`src/rrs_pkg.sv`:
```
// Package with encodings, field positions and constants of the rotate unit.
package rrs_pkg;
    localparam int unsigned DATA_W     = 8;
    localparam int unsigned FADDR_W    = 8;
    localparam int unsigned BANK_W     = 4;
    localparam int unsigned ADDR_W     = 12;
    localparam int unsigned OPC_W      = 6;
    localparam int unsigned OPC7_W     = 7;
    // Six-bit opcode of the rotate right without carry operation.
    localparam logic [5:0]  ROTATE_RIGHT_NO_CARRY_OP = 6'h10;
    // Seven-bit opcode of the set all ones operation.
    localparam logic [6:0]  SET_ALL_ONES_OP          = 7'h34;
    // Instruction word fields.
    localparam int unsigned OPC_HI   = 15;
    localparam int unsigned OPC6_LO  = 10;
    localparam int unsigned OPC7_LO  = 9;
    localparam int unsigned DEST_BIT = 9;
    localparam int unsigned ACC_BIT  = 8;
    localparam int unsigned F_HI     = 7;
    // Highest file operand that uses indexed literal offset addressing.
    localparam logic [7:0]  INDEXED_LIMIT = 8'h5F;
    // Access bank split point: below it the low bank, at or above it bank F.
    localparam logic [7:0]  ACCESS_SPLIT  = 8'h60;
    localparam logic [3:0]  ACCESS_LO_BANK = 4'h0;
    localparam logic [3:0]  ACCESS_HI_BANK = 4'hF;
    localparam logic [7:0]  ALL_ONES      = 8'hFF;
    localparam logic [7:0]  ZERO_BYTE     = 8'h00;
    localparam logic [11:0] ZERO_ADDR     = 12'h000;
    localparam int unsigned MSB = 7;
    // Datapath phase of one instruction.
    typedef enum logic [1:0] {RRS_IDLE, RRS_EXEC} rrs_state_t;
endpackage

```
`src/rrs_core.sv`:
```
// Datapath for the rotate right without carry and set all ones operations.
`timescale 1ns/100ps
module rrs_core
(
    input  wire logic        CLOCK,
    input  wire logic        RESETN,
    input  wire logic        CLK_EN,
    input  wire logic        INSTR_VALID,
    input  wire logic [15:0] INSTR_WORD,
    input  wire logic        EXT_ENABLE,
    input  wire logic [3:0]  BANK_SELECT_REGISTER,
    input  wire logic [11:0] INDEX_BASE,
    input  wire logic [7:0]  FILE_RDATA,
    output logic [11:0]      FILE_ADDR,
    output logic             FILE_RD,
    output logic             FILE_WR,
    output logic [7:0]       FILE_WDATA,
    output logic             WREG_WR,
    output logic [7:0]       WREG_WDATA,
    output logic             FLAG_WR,
    output logic             FLAG_N,
    output logic             FLAG_Z,
    output logic             DONE
);
    // Rotates a byte right by one without carry.
    function automatic logic [7:0] rot_right(input logic [7:0] v);
        rot_right = {v[0], v[rrs_pkg::MSB:1]};
    endfunction

    rrs_pkg::rrs_state_t state_r;
    logic [11:0]         gen_addr;
    logic                gen_indexed;
    logic                is_rot;
    logic                is_set;
    logic                rot_pend_r;
    logic                dest_r;
    logic [7:0]          result;

    // ------------------------------------------------------------------
    // Instruction decode.
    // ------------------------------------------------------------------
    assign is_rot = INSTR_WORD[rrs_pkg::OPC_HI:rrs_pkg::OPC6_LO]
                    == rrs_pkg::ROTATE_RIGHT_NO_CARRY_OP;
    assign is_set = INSTR_WORD[rrs_pkg::OPC_HI:rrs_pkg::OPC7_LO]
                    == rrs_pkg::SET_ALL_ONES_OP;
    assign result = rot_right(FILE_RDATA);

    // ------------------------------------------------------------------
    // Operand address from the banking mode of the instruction.
    // ------------------------------------------------------------------
    rrs_addr_gen u_addr
    (
        .f_operand            (INSTR_WORD[rrs_pkg::F_HI:0]),
        .access_sel           (INSTR_WORD[rrs_pkg::ACC_BIT]),
        .ext_enable           (EXT_ENABLE),
        .bank_select_register (BANK_SELECT_REGISTER),
        .index_base           (INDEX_BASE),
        .addr                 (gen_addr),
        .indexed              (gen_indexed)
    );

    // ------------------------------------------------------------------
    // Sequencing.
    // ------------------------------------------------------------------
    // Phase control: a rotate reads in the first cycle and writes in the
    // next; a set writes at once since no operand is needed.
    always_ff @(posedge CLOCK)
    begin
        if (!RESETN)
        begin
            state_r    <= rrs_pkg::RRS_IDLE;
            rot_pend_r <= 1'b0;
            dest_r     <= 1'b0;
        end
        else if (CLK_EN)
        begin
            unique case (state_r)
                rrs_pkg::RRS_IDLE:
                begin
                    if (INSTR_VALID && is_rot)
                    begin
                        state_r    <= rrs_pkg::RRS_EXEC;
                        rot_pend_r <= 1'b1;
                        dest_r     <= INSTR_WORD[rrs_pkg::DEST_BIT];
                    end
                end
                rrs_pkg::RRS_EXEC:
                begin
                    state_r    <= rrs_pkg::RRS_IDLE;
                    rot_pend_r <= 1'b0;
                end
            endcase
        end
    end

    // ------------------------------------------------------------------
    // Registered outputs.
    // ------------------------------------------------------------------
    // Memory address and strobes.
    always_ff @(posedge CLOCK)
    begin
        if (!RESETN)
        begin
            FILE_ADDR  <= rrs_pkg::ZERO_ADDR;
            FILE_RD    <= 1'b0;
            FILE_WR    <= 1'b0;
            FILE_WDATA <= rrs_pkg::ZERO_BYTE;
        end
        else if (CLK_EN)
        begin
            FILE_RD <= 1'b0;
            FILE_WR <= 1'b0;
            if (state_r == rrs_pkg::RRS_IDLE && INSTR_VALID && is_rot)
            begin
                FILE_ADDR <= gen_addr;
                FILE_RD   <= 1'b1;
            end
            else if (state_r == rrs_pkg::RRS_IDLE && INSTR_VALID && is_set)
            begin
                FILE_ADDR  <= gen_addr;
                FILE_WR    <= 1'b1;
                FILE_WDATA <= rrs_pkg::ALL_ONES;
            end
            else if (rot_pend_r && dest_r)
            begin
                FILE_WR    <= 1'b1;
                FILE_WDATA <= result;
            end
        end
    end

    // Working register write and flag update for the rotate.
    always_ff @(posedge CLOCK)
    begin
        if (!RESETN)
        begin
            WREG_WR    <= 1'b0;
            WREG_WDATA <= rrs_pkg::ZERO_BYTE;
            FLAG_WR    <= 1'b0;
            FLAG_N     <= 1'b0;
            FLAG_Z     <= 1'b0;
            DONE       <= 1'b0;
        end
        else if (CLK_EN)
        begin
            WREG_WR <= rot_pend_r && !dest_r;
            FLAG_WR <= rot_pend_r;
            DONE    <= rot_pend_r || (state_r == rrs_pkg::RRS_IDLE
                       && INSTR_VALID && is_set);
            if (rot_pend_r)
            begin
                WREG_WDATA <= result;
                FLAG_N     <= result[rrs_pkg::MSB];
                FLAG_Z     <= result == rrs_pkg::ZERO_BYTE;
            end
        end
    end

    // ------------------------------------------------------------------
    // Checks on the outputs.
    // ------------------------------------------------------------------
    // A set writes all ones and leaves the flags alone.
    a_set_no_flags: assert property (
        @(posedge CLOCK) disable iff (!RESETN)
        (CLK_EN && state_r == rrs_pkg::RRS_IDLE && INSTR_VALID && is_set)
        |=> !FLAG_WR && FILE_WR && DONE
            && FILE_WDATA == rrs_pkg::ALL_ONES)
        else $error("Set all ones wrote flags or wrong data.");

    // A rotate writes exactly one destination, chosen by the d bit.
    a_rot_dest_sel: assert property (
        @(posedge CLOCK) disable iff (!RESETN)
        (CLK_EN && rot_pend_r)
        |=> (FILE_WR == dest_r) && (WREG_WR != dest_r) && DONE)
        else $error("Rotate result went to the wrong destination.");

    // The working register receives the operand rotated right by one.
    a_rot_value: assert property (
        @(posedge CLOCK) disable iff (!RESETN)
        (CLK_EN && rot_pend_r && !dest_r)
        |=> WREG_WDATA == {$past(FILE_RDATA[0]),
                           $past(FILE_RDATA[rrs_pkg::MSB:1])})
        else $error("Rotate value is wrong.");

    // A write-back carries the same rotated operand to the file.
    a_rot_file_val: assert property (
        @(posedge CLOCK) disable iff (!RESETN)
        (CLK_EN && rot_pend_r && dest_r)
        |=> FILE_WDATA == {$past(FILE_RDATA[0]),
                           $past(FILE_RDATA[rrs_pkg::MSB:1])})
        else $error("Rotate write-back value is wrong.");

    // With the access bit set, the bank select register names the bank.
    a_bank_sel: assert property (
        @(posedge CLOCK) disable iff (!RESETN)
        (CLK_EN && state_r == rrs_pkg::RRS_IDLE && INSTR_VALID
         && (is_rot || is_set) && INSTR_WORD[rrs_pkg::ACC_BIT])
        |=> FILE_ADDR == {$past(BANK_SELECT_REGISTER),
                          $past(INSTR_WORD[rrs_pkg::F_HI:0])})
        else $error("Bank select misrouted.");

    // With the access bit clear and no indexing, the access bank is used.
    a_access_bank: assert property (
        @(posedge CLOCK) disable iff (!RESETN)
        (CLK_EN && state_r == rrs_pkg::RRS_IDLE && INSTR_VALID
         && (is_rot || is_set) && !INSTR_WORD[rrs_pkg::ACC_BIT]
         && !(EXT_ENABLE
              && INSTR_WORD[rrs_pkg::F_HI:0] <= rrs_pkg::INDEXED_LIMIT))
        |=> FILE_ADDR[rrs_pkg::F_HI:0] == $past(INSTR_WORD[rrs_pkg::F_HI:0])
            && FILE_ADDR[rrs_pkg::ADDR_W-1:rrs_pkg::FADDR_W]
               == (FILE_ADDR[rrs_pkg::F_HI:0] < rrs_pkg::ACCESS_SPLIT
                   ? rrs_pkg::ACCESS_LO_BANK : rrs_pkg::ACCESS_HI_BANK))
        else $error("Access bank address is wrong.");

    // Indexed literal offset adds the operand to the index base.
    a_indexed_addr: assert property (
        @(posedge CLOCK) disable iff (!RESETN)
        (CLK_EN && state_r == rrs_pkg::RRS_IDLE && INSTR_VALID
         && (is_rot || is_set) && !INSTR_WORD[rrs_pkg::ACC_BIT]
         && EXT_ENABLE
         && INSTR_WORD[rrs_pkg::F_HI:0] <= rrs_pkg::INDEXED_LIMIT)
        |=> (FILE_RD || FILE_WR) && FILE_ADDR == $past(INDEX_BASE)
            + {4'h0, $past(INSTR_WORD[rrs_pkg::F_HI:0])})
        else $error("Indexed address is wrong.");

    // A low clock enable freezes the sequencer and every output strobe.
    a_freeze_hold: assert property (
        @(posedge CLOCK) disable iff (!RESETN)
        !CLK_EN
        |=> $stable(state_r) && $stable(FILE_ADDR) && $stable(FILE_RD)
            && $stable(FILE_WR) && $stable(WREG_WR) && $stable(FLAG_WR)
            && $stable(DONE))
        else $error("State moved while the clock enable was low.");
endmodule

```
`src/rrs_addr_gen.sv`:
```
// Operand address generator for byte-oriented instructions.
`timescale 1ns/100ps
module rrs_addr_gen
(
    input  wire logic [7:0]  f_operand,
    input  wire logic        access_sel,
    input  wire logic        ext_enable,
    input  wire logic [3:0]  bank_select_register,
    input  wire logic [11:0] index_base,
    output logic [11:0]      addr,
    output logic             indexed
);
    // Forms the data-memory address from f, a, the bank register and
    // the index base when indexed literal offset addressing applies.
    always_comb
    begin
        indexed = !access_sel && ext_enable
                  && (f_operand <= rrs_pkg::INDEXED_LIMIT);
        if (indexed)
        begin
            addr = index_base + {4'h0, f_operand};
        end
        else if (access_sel)
        begin
            addr = {bank_select_register, f_operand};
        end
        else if (f_operand < rrs_pkg::ACCESS_SPLIT)
        begin
            addr = {rrs_pkg::ACCESS_LO_BANK, f_operand};
        end
        else
        begin
            addr = {rrs_pkg::ACCESS_HI_BANK, f_operand};
        end
    end
endmodule

```
`config.mk`:
```
export PLATFORM = sky130hd
export DESIGN_NAME = rrs_core
export DESIGN_NICKNAME = d
export VERILOG_FILES = /design/src/rrs_pkg.sv /design/src/rrs_core.sv /design/src/rrs_addr_gen.sv
export SDC_FILE = /design/constraint.sdc
export NUM_CORES = 1
export LEC_CHECK = 0
export BUFFER_PORTS_ARGS = -buffer_cell sky130_fd_sc_hd__buf_2
export CORE_ASPECT_RATIO = 1.2
export CORE_MARGIN = 1
export CORE_UTILIZATION = 48
export CTS_CLUSTER_DIAMETER = 60
export DETAILED_ROUTE_END_ITERATION = 6
export PLACE_DENSITY = 0.85
export SLEW_MARGIN = 20
export SYNTH_ARGS = -nofsm -noshare
export SYNTH_HDL_FRONTEND = slang
export SYNTH_SLANG_ARGS = --single-unit
```
`constraint.sdc`:
```
create_clock -name CLOCK -period 2.6 [get_ports CLOCK]
set_clock_uncertainty 0.05 [all_clocks]
set_input_delay 0.78 -clock CLOCK [delete_from_list [all_inputs] [get_ports CLOCK]]
set_output_delay 0.78 -clock CLOCK [all_outputs]
set_load 0.03 [all_outputs]
```
==> summary.txt <==
Layout
  • Commonest non-fill, non-tap cell in the layout: buf_2
  • Most frequent cells in the layout: buf_2, nand2_1, dfxtp_1
  • Synth-to-layout area growth: 29.6%
  • Ratio of cells with drive above 1 in the final layout: about a third
  • Net count, final: about 370
  • Antenna cells: 0

STA
  • RSZ-0062 raised after global routing: false
  • Slew headroom: a little under three fifths
  • Finish-stage setup viols: 0
  • Post-route minimum period: between 2000 and 2500 ps
  • Crit share post-route: 90.4%
  • Maximum clock frequency: between 400 and 500 MHz
  • Final hold violation count: 0
  • Worst slew pin tran: roughly 650 ps
  • Final setup margin: approximately 250 ps
  • Hold_ws: a little over 400 ps
  • Fin. max-slew vios: 0

Drt
  • DRC: 0
  • Via count: 2042
  • Drt first-iter violations: roughly 130
  • Final wirelength: roughly 4800 µm
  • TritonRoute pass-1 iters: 5
  • Routed Antenna Nets: 0
  • WL per Instance: roughly 13 µm
  • Vias per inst: 5.59

Floorplanning
  • Row Count: 24
  • Die area: approximately 4200 µm²
  • Initial Utilization: roughly half
  • Core ar.: between 3000 and 4000 µm²
  • I/O pin total: 80
  • Die width: between 50 and 60 µm
  • Die H: approximately 71 µm

Global routing
  • Vias in the first global route: 1834
  • Total congestion overflow: 0
  • GRT Total Usage: 23.3%
  • Initial antenna violation count: 0
  • Global-route wire length before repair: 7620 µm
  • Largest net degree at the start of global routing: 21

Synthesis
  • Seq/Total Area, Yosys: 37.7%
  • Number of synthesized flops with an enable pin: 0
  • Post-synth top area cell: dfxtp_1
  • Synth Net Count: approximately 290
  • Post-synth ARST share: 0%
  • Post-Synthesis Cell Area: 1910 µm²
  • Syn. warnings: 0
  • Yosys top cell area share: a little under two fifths
  • Avg Cell Area, Syn: 8.27 µm²
  • Mapped Cells: about 230
  • Library cells used by synthesis: 40
  • #FFs+latches synth: 36
  • Synth Flop Type: dfxtp_1
  • Area contributors post-synth: dfxtp_1, nand2_1, a21oi_1

Worst setup path
  • Reg2reg end: FILE_ADDR[2]
  • CP startpoint kind: input pin
  • Crit Path Class: in2reg
  • Critical Path End Type: flip-flop
  • Crit path cell chain: buf_2 -> ha_1 -> inv_1 -> fa_1 -> nor2b_1 -> o31ai_1 -> a21oi_1 -> mux2_2 -> a21oi_1
  • R2R Path Start: rot_pend_r
  • Worst EP arrival: between 2000 and 3000 ps
  • Worst Path Max Fanout: 4
  • R2r setup slk: around 660 ps
  • WP data required: 2760 ps
  • Most used cell, CP: a21oi_1
  • CP max-delay cell: fa_1
  • R2r worst-path depth: 5
  • Max incr delay on CP: roughly 400 ps

Clock tree
  • CTS resizes: 0
  • TritonCTS clock tree: yes
  • Total clock sinks: 36
  • CTS Buf Count: 5
  • Clk buf depth: 2
  • CTS Root Cell: clkbuf_8
  • Clock-pin slew on the worst setup and hold paths: ~80 ps
  • # hold bufs at CTS: 0
  • Worst-skew pair later-pin latency: ~280 ps
  • H-Tree Level Count: 2
  • Post-CTS setup buffers: 0

Pwr
  • Clock Power Share: a little under 40%
  • Comb pwr share: between 10% and 20%
  • Pwr dens: around 500 nW/µm²
  • Switch share: 25.2%
  • Leak pwr: 1.16 nW
  • Int Pwr: 0.000916 W
  • Peak supply drop: about 0.21 mV
  • Sequential share of power: a little under half
  • Sw Pwr: roughly 0.00031 W

Placed design
  • Port Buffers: 79
  • Final HPWL DP: about 3600 µm
  • GP Congestion: around 0.83
  • Post-Place Worst Slack: -5.59 ps

Status
  • Status: finished, final reports clean

Run
  • Max Cap Viol: 0

Worst hold path
  • Hold path cells: 2
  • Hold Crit Start: WREG_WDATA[3]
  • Hold WC Path Type: reg2reg
  • Sink of the worst hold path: WREG_WDATA[3]
==> logic make-up (layout without fill, tap and decap cells) <==
kind of cell	Yosys count	in the layout	share of synthesized area [%]
compound gates	76	76	26.3
xor+xnor	5	5	2.29
fa+ha+maj	9	9	6.29
buf+inv	18	100	4.26
flops	36	36	37.7
mux	5	5	2.69
simple gates	82	82	20.4
==> layer usage <==
layer	share of wire [%]	routed length [µm]	global-route usage [%]
met2	51	2470	41.8
met4	1.0	50	12.1
met3	7.1	340	5.12
met1	41	1960	24.7
met5	0	0	0
==> synthesized netlist by cell type (2+ instances only) <==
master / n
xnor2_1: 2
nand3_1: 6
and3_1: 3
clkbuf_1: 7
o21a_1: 2
a311oi_1: 2
a21o_1: 2
and2_1: 2
ha_1: 8
a31oi_1: 8
nor2_1: 17
o21ai_0: 14
nand2_1: 37
buf_2: 2
nor2b_1: 4
a211oi_1: 3
buf_4: 3
nand4_1: 2
o211ai_1: 2
o31ai_1: 3
inv_1: 6
dfxtp_1: 36
o221a_2: 8
xor2_1: 3
mux2i_1: 4
a21oi_1: 26
nor4_1: 2
nor3_1: 3
nand3b_1: 3
==> critical path: cells and delay by family <==
kind	cells	cell delay [ps]
adder cells (fa/ha/maj)	2	600
buffers and inverters	2	160
multiplexers	1	350
AO/OA/AOI/OAI	3	460
AND/OR/NAND/NOR	1	160
==> state kept, by name, summed over array words and instances (netlist names) <==
name / cells
DONE: 1
FILE_ADDR: 12
FILE_RD: 1
FILE_WDATA: 8
FILE_WR: 1
FLAG_WR: 1
FLAG_Z: 1
WREG_WDATA: 8
WREG_WR: 1
dest_r: 1
rot_pend_r: 1
==> worst max path at each step <==
stage                              from            end  slack, ps  cells past startpoint
after global placement    INSTR_WORD[0]   FILE_ADDR[6]         40                      9
after floorplan           INSTR_WORD[0]   FILE_ADDR[6]        250                      8
after CTS                 INSTR_WORD[0]   FILE_ADDR[6]        280                      9
final                     INSTR_WORD[0]   FILE_ADDR[6]        250                      9
after detailed placement  INSTR_WORD[0]   FILE_ADDR[6]         -6                      9
after global routing      INSTR_WORD[0]  FILE_ADDR[10]        160                      9
==> through the flow <==
stage	TNS (ps)	power [W]	util, %	cells	instance area [µm²]
after floorplan	0	0.000677	-	231	1910
after global placement	0	0.000744	63.5	357	2360
after detailed placement	-5.59	0.000748	63.5	357	2360
after CTS	0	0.00123	66.5	365	2470
after global routing	0	0.00127	66.5	365	2470
final	0	0.00123	66.5	365	2470
==> power by group through the flow <==
stage / clock network, W / logic, W / registers, W
2_1_floorplan: 0 / 0.000105 / 0.000572
3_3_place_gp: 0 / 0.000177 / 0.000567
3_5_place_dp: 0 / 0.000181 / 0.000567
4_1_cts: 0.000497 / 0.000182 / 0.000554
5_1_grt: 0.000517 / 0.000203 / 0.000555
6_report: 0.000487 / 0.000184 / 0.000554
==> area by class of cell <==
cell class,instances,area (µm²)
Timing Repair Buffer,86,448
Sequential cell,36,721
Clock inverter,3,42.5
Inverter,6,22.5
Tap cell,52,65.1
Clock buffer,5,68.8
Multi-Input combinational cell,177,1110
Fill cell,345,1250
Note: power is estimated with default switching activity, not from simulation.
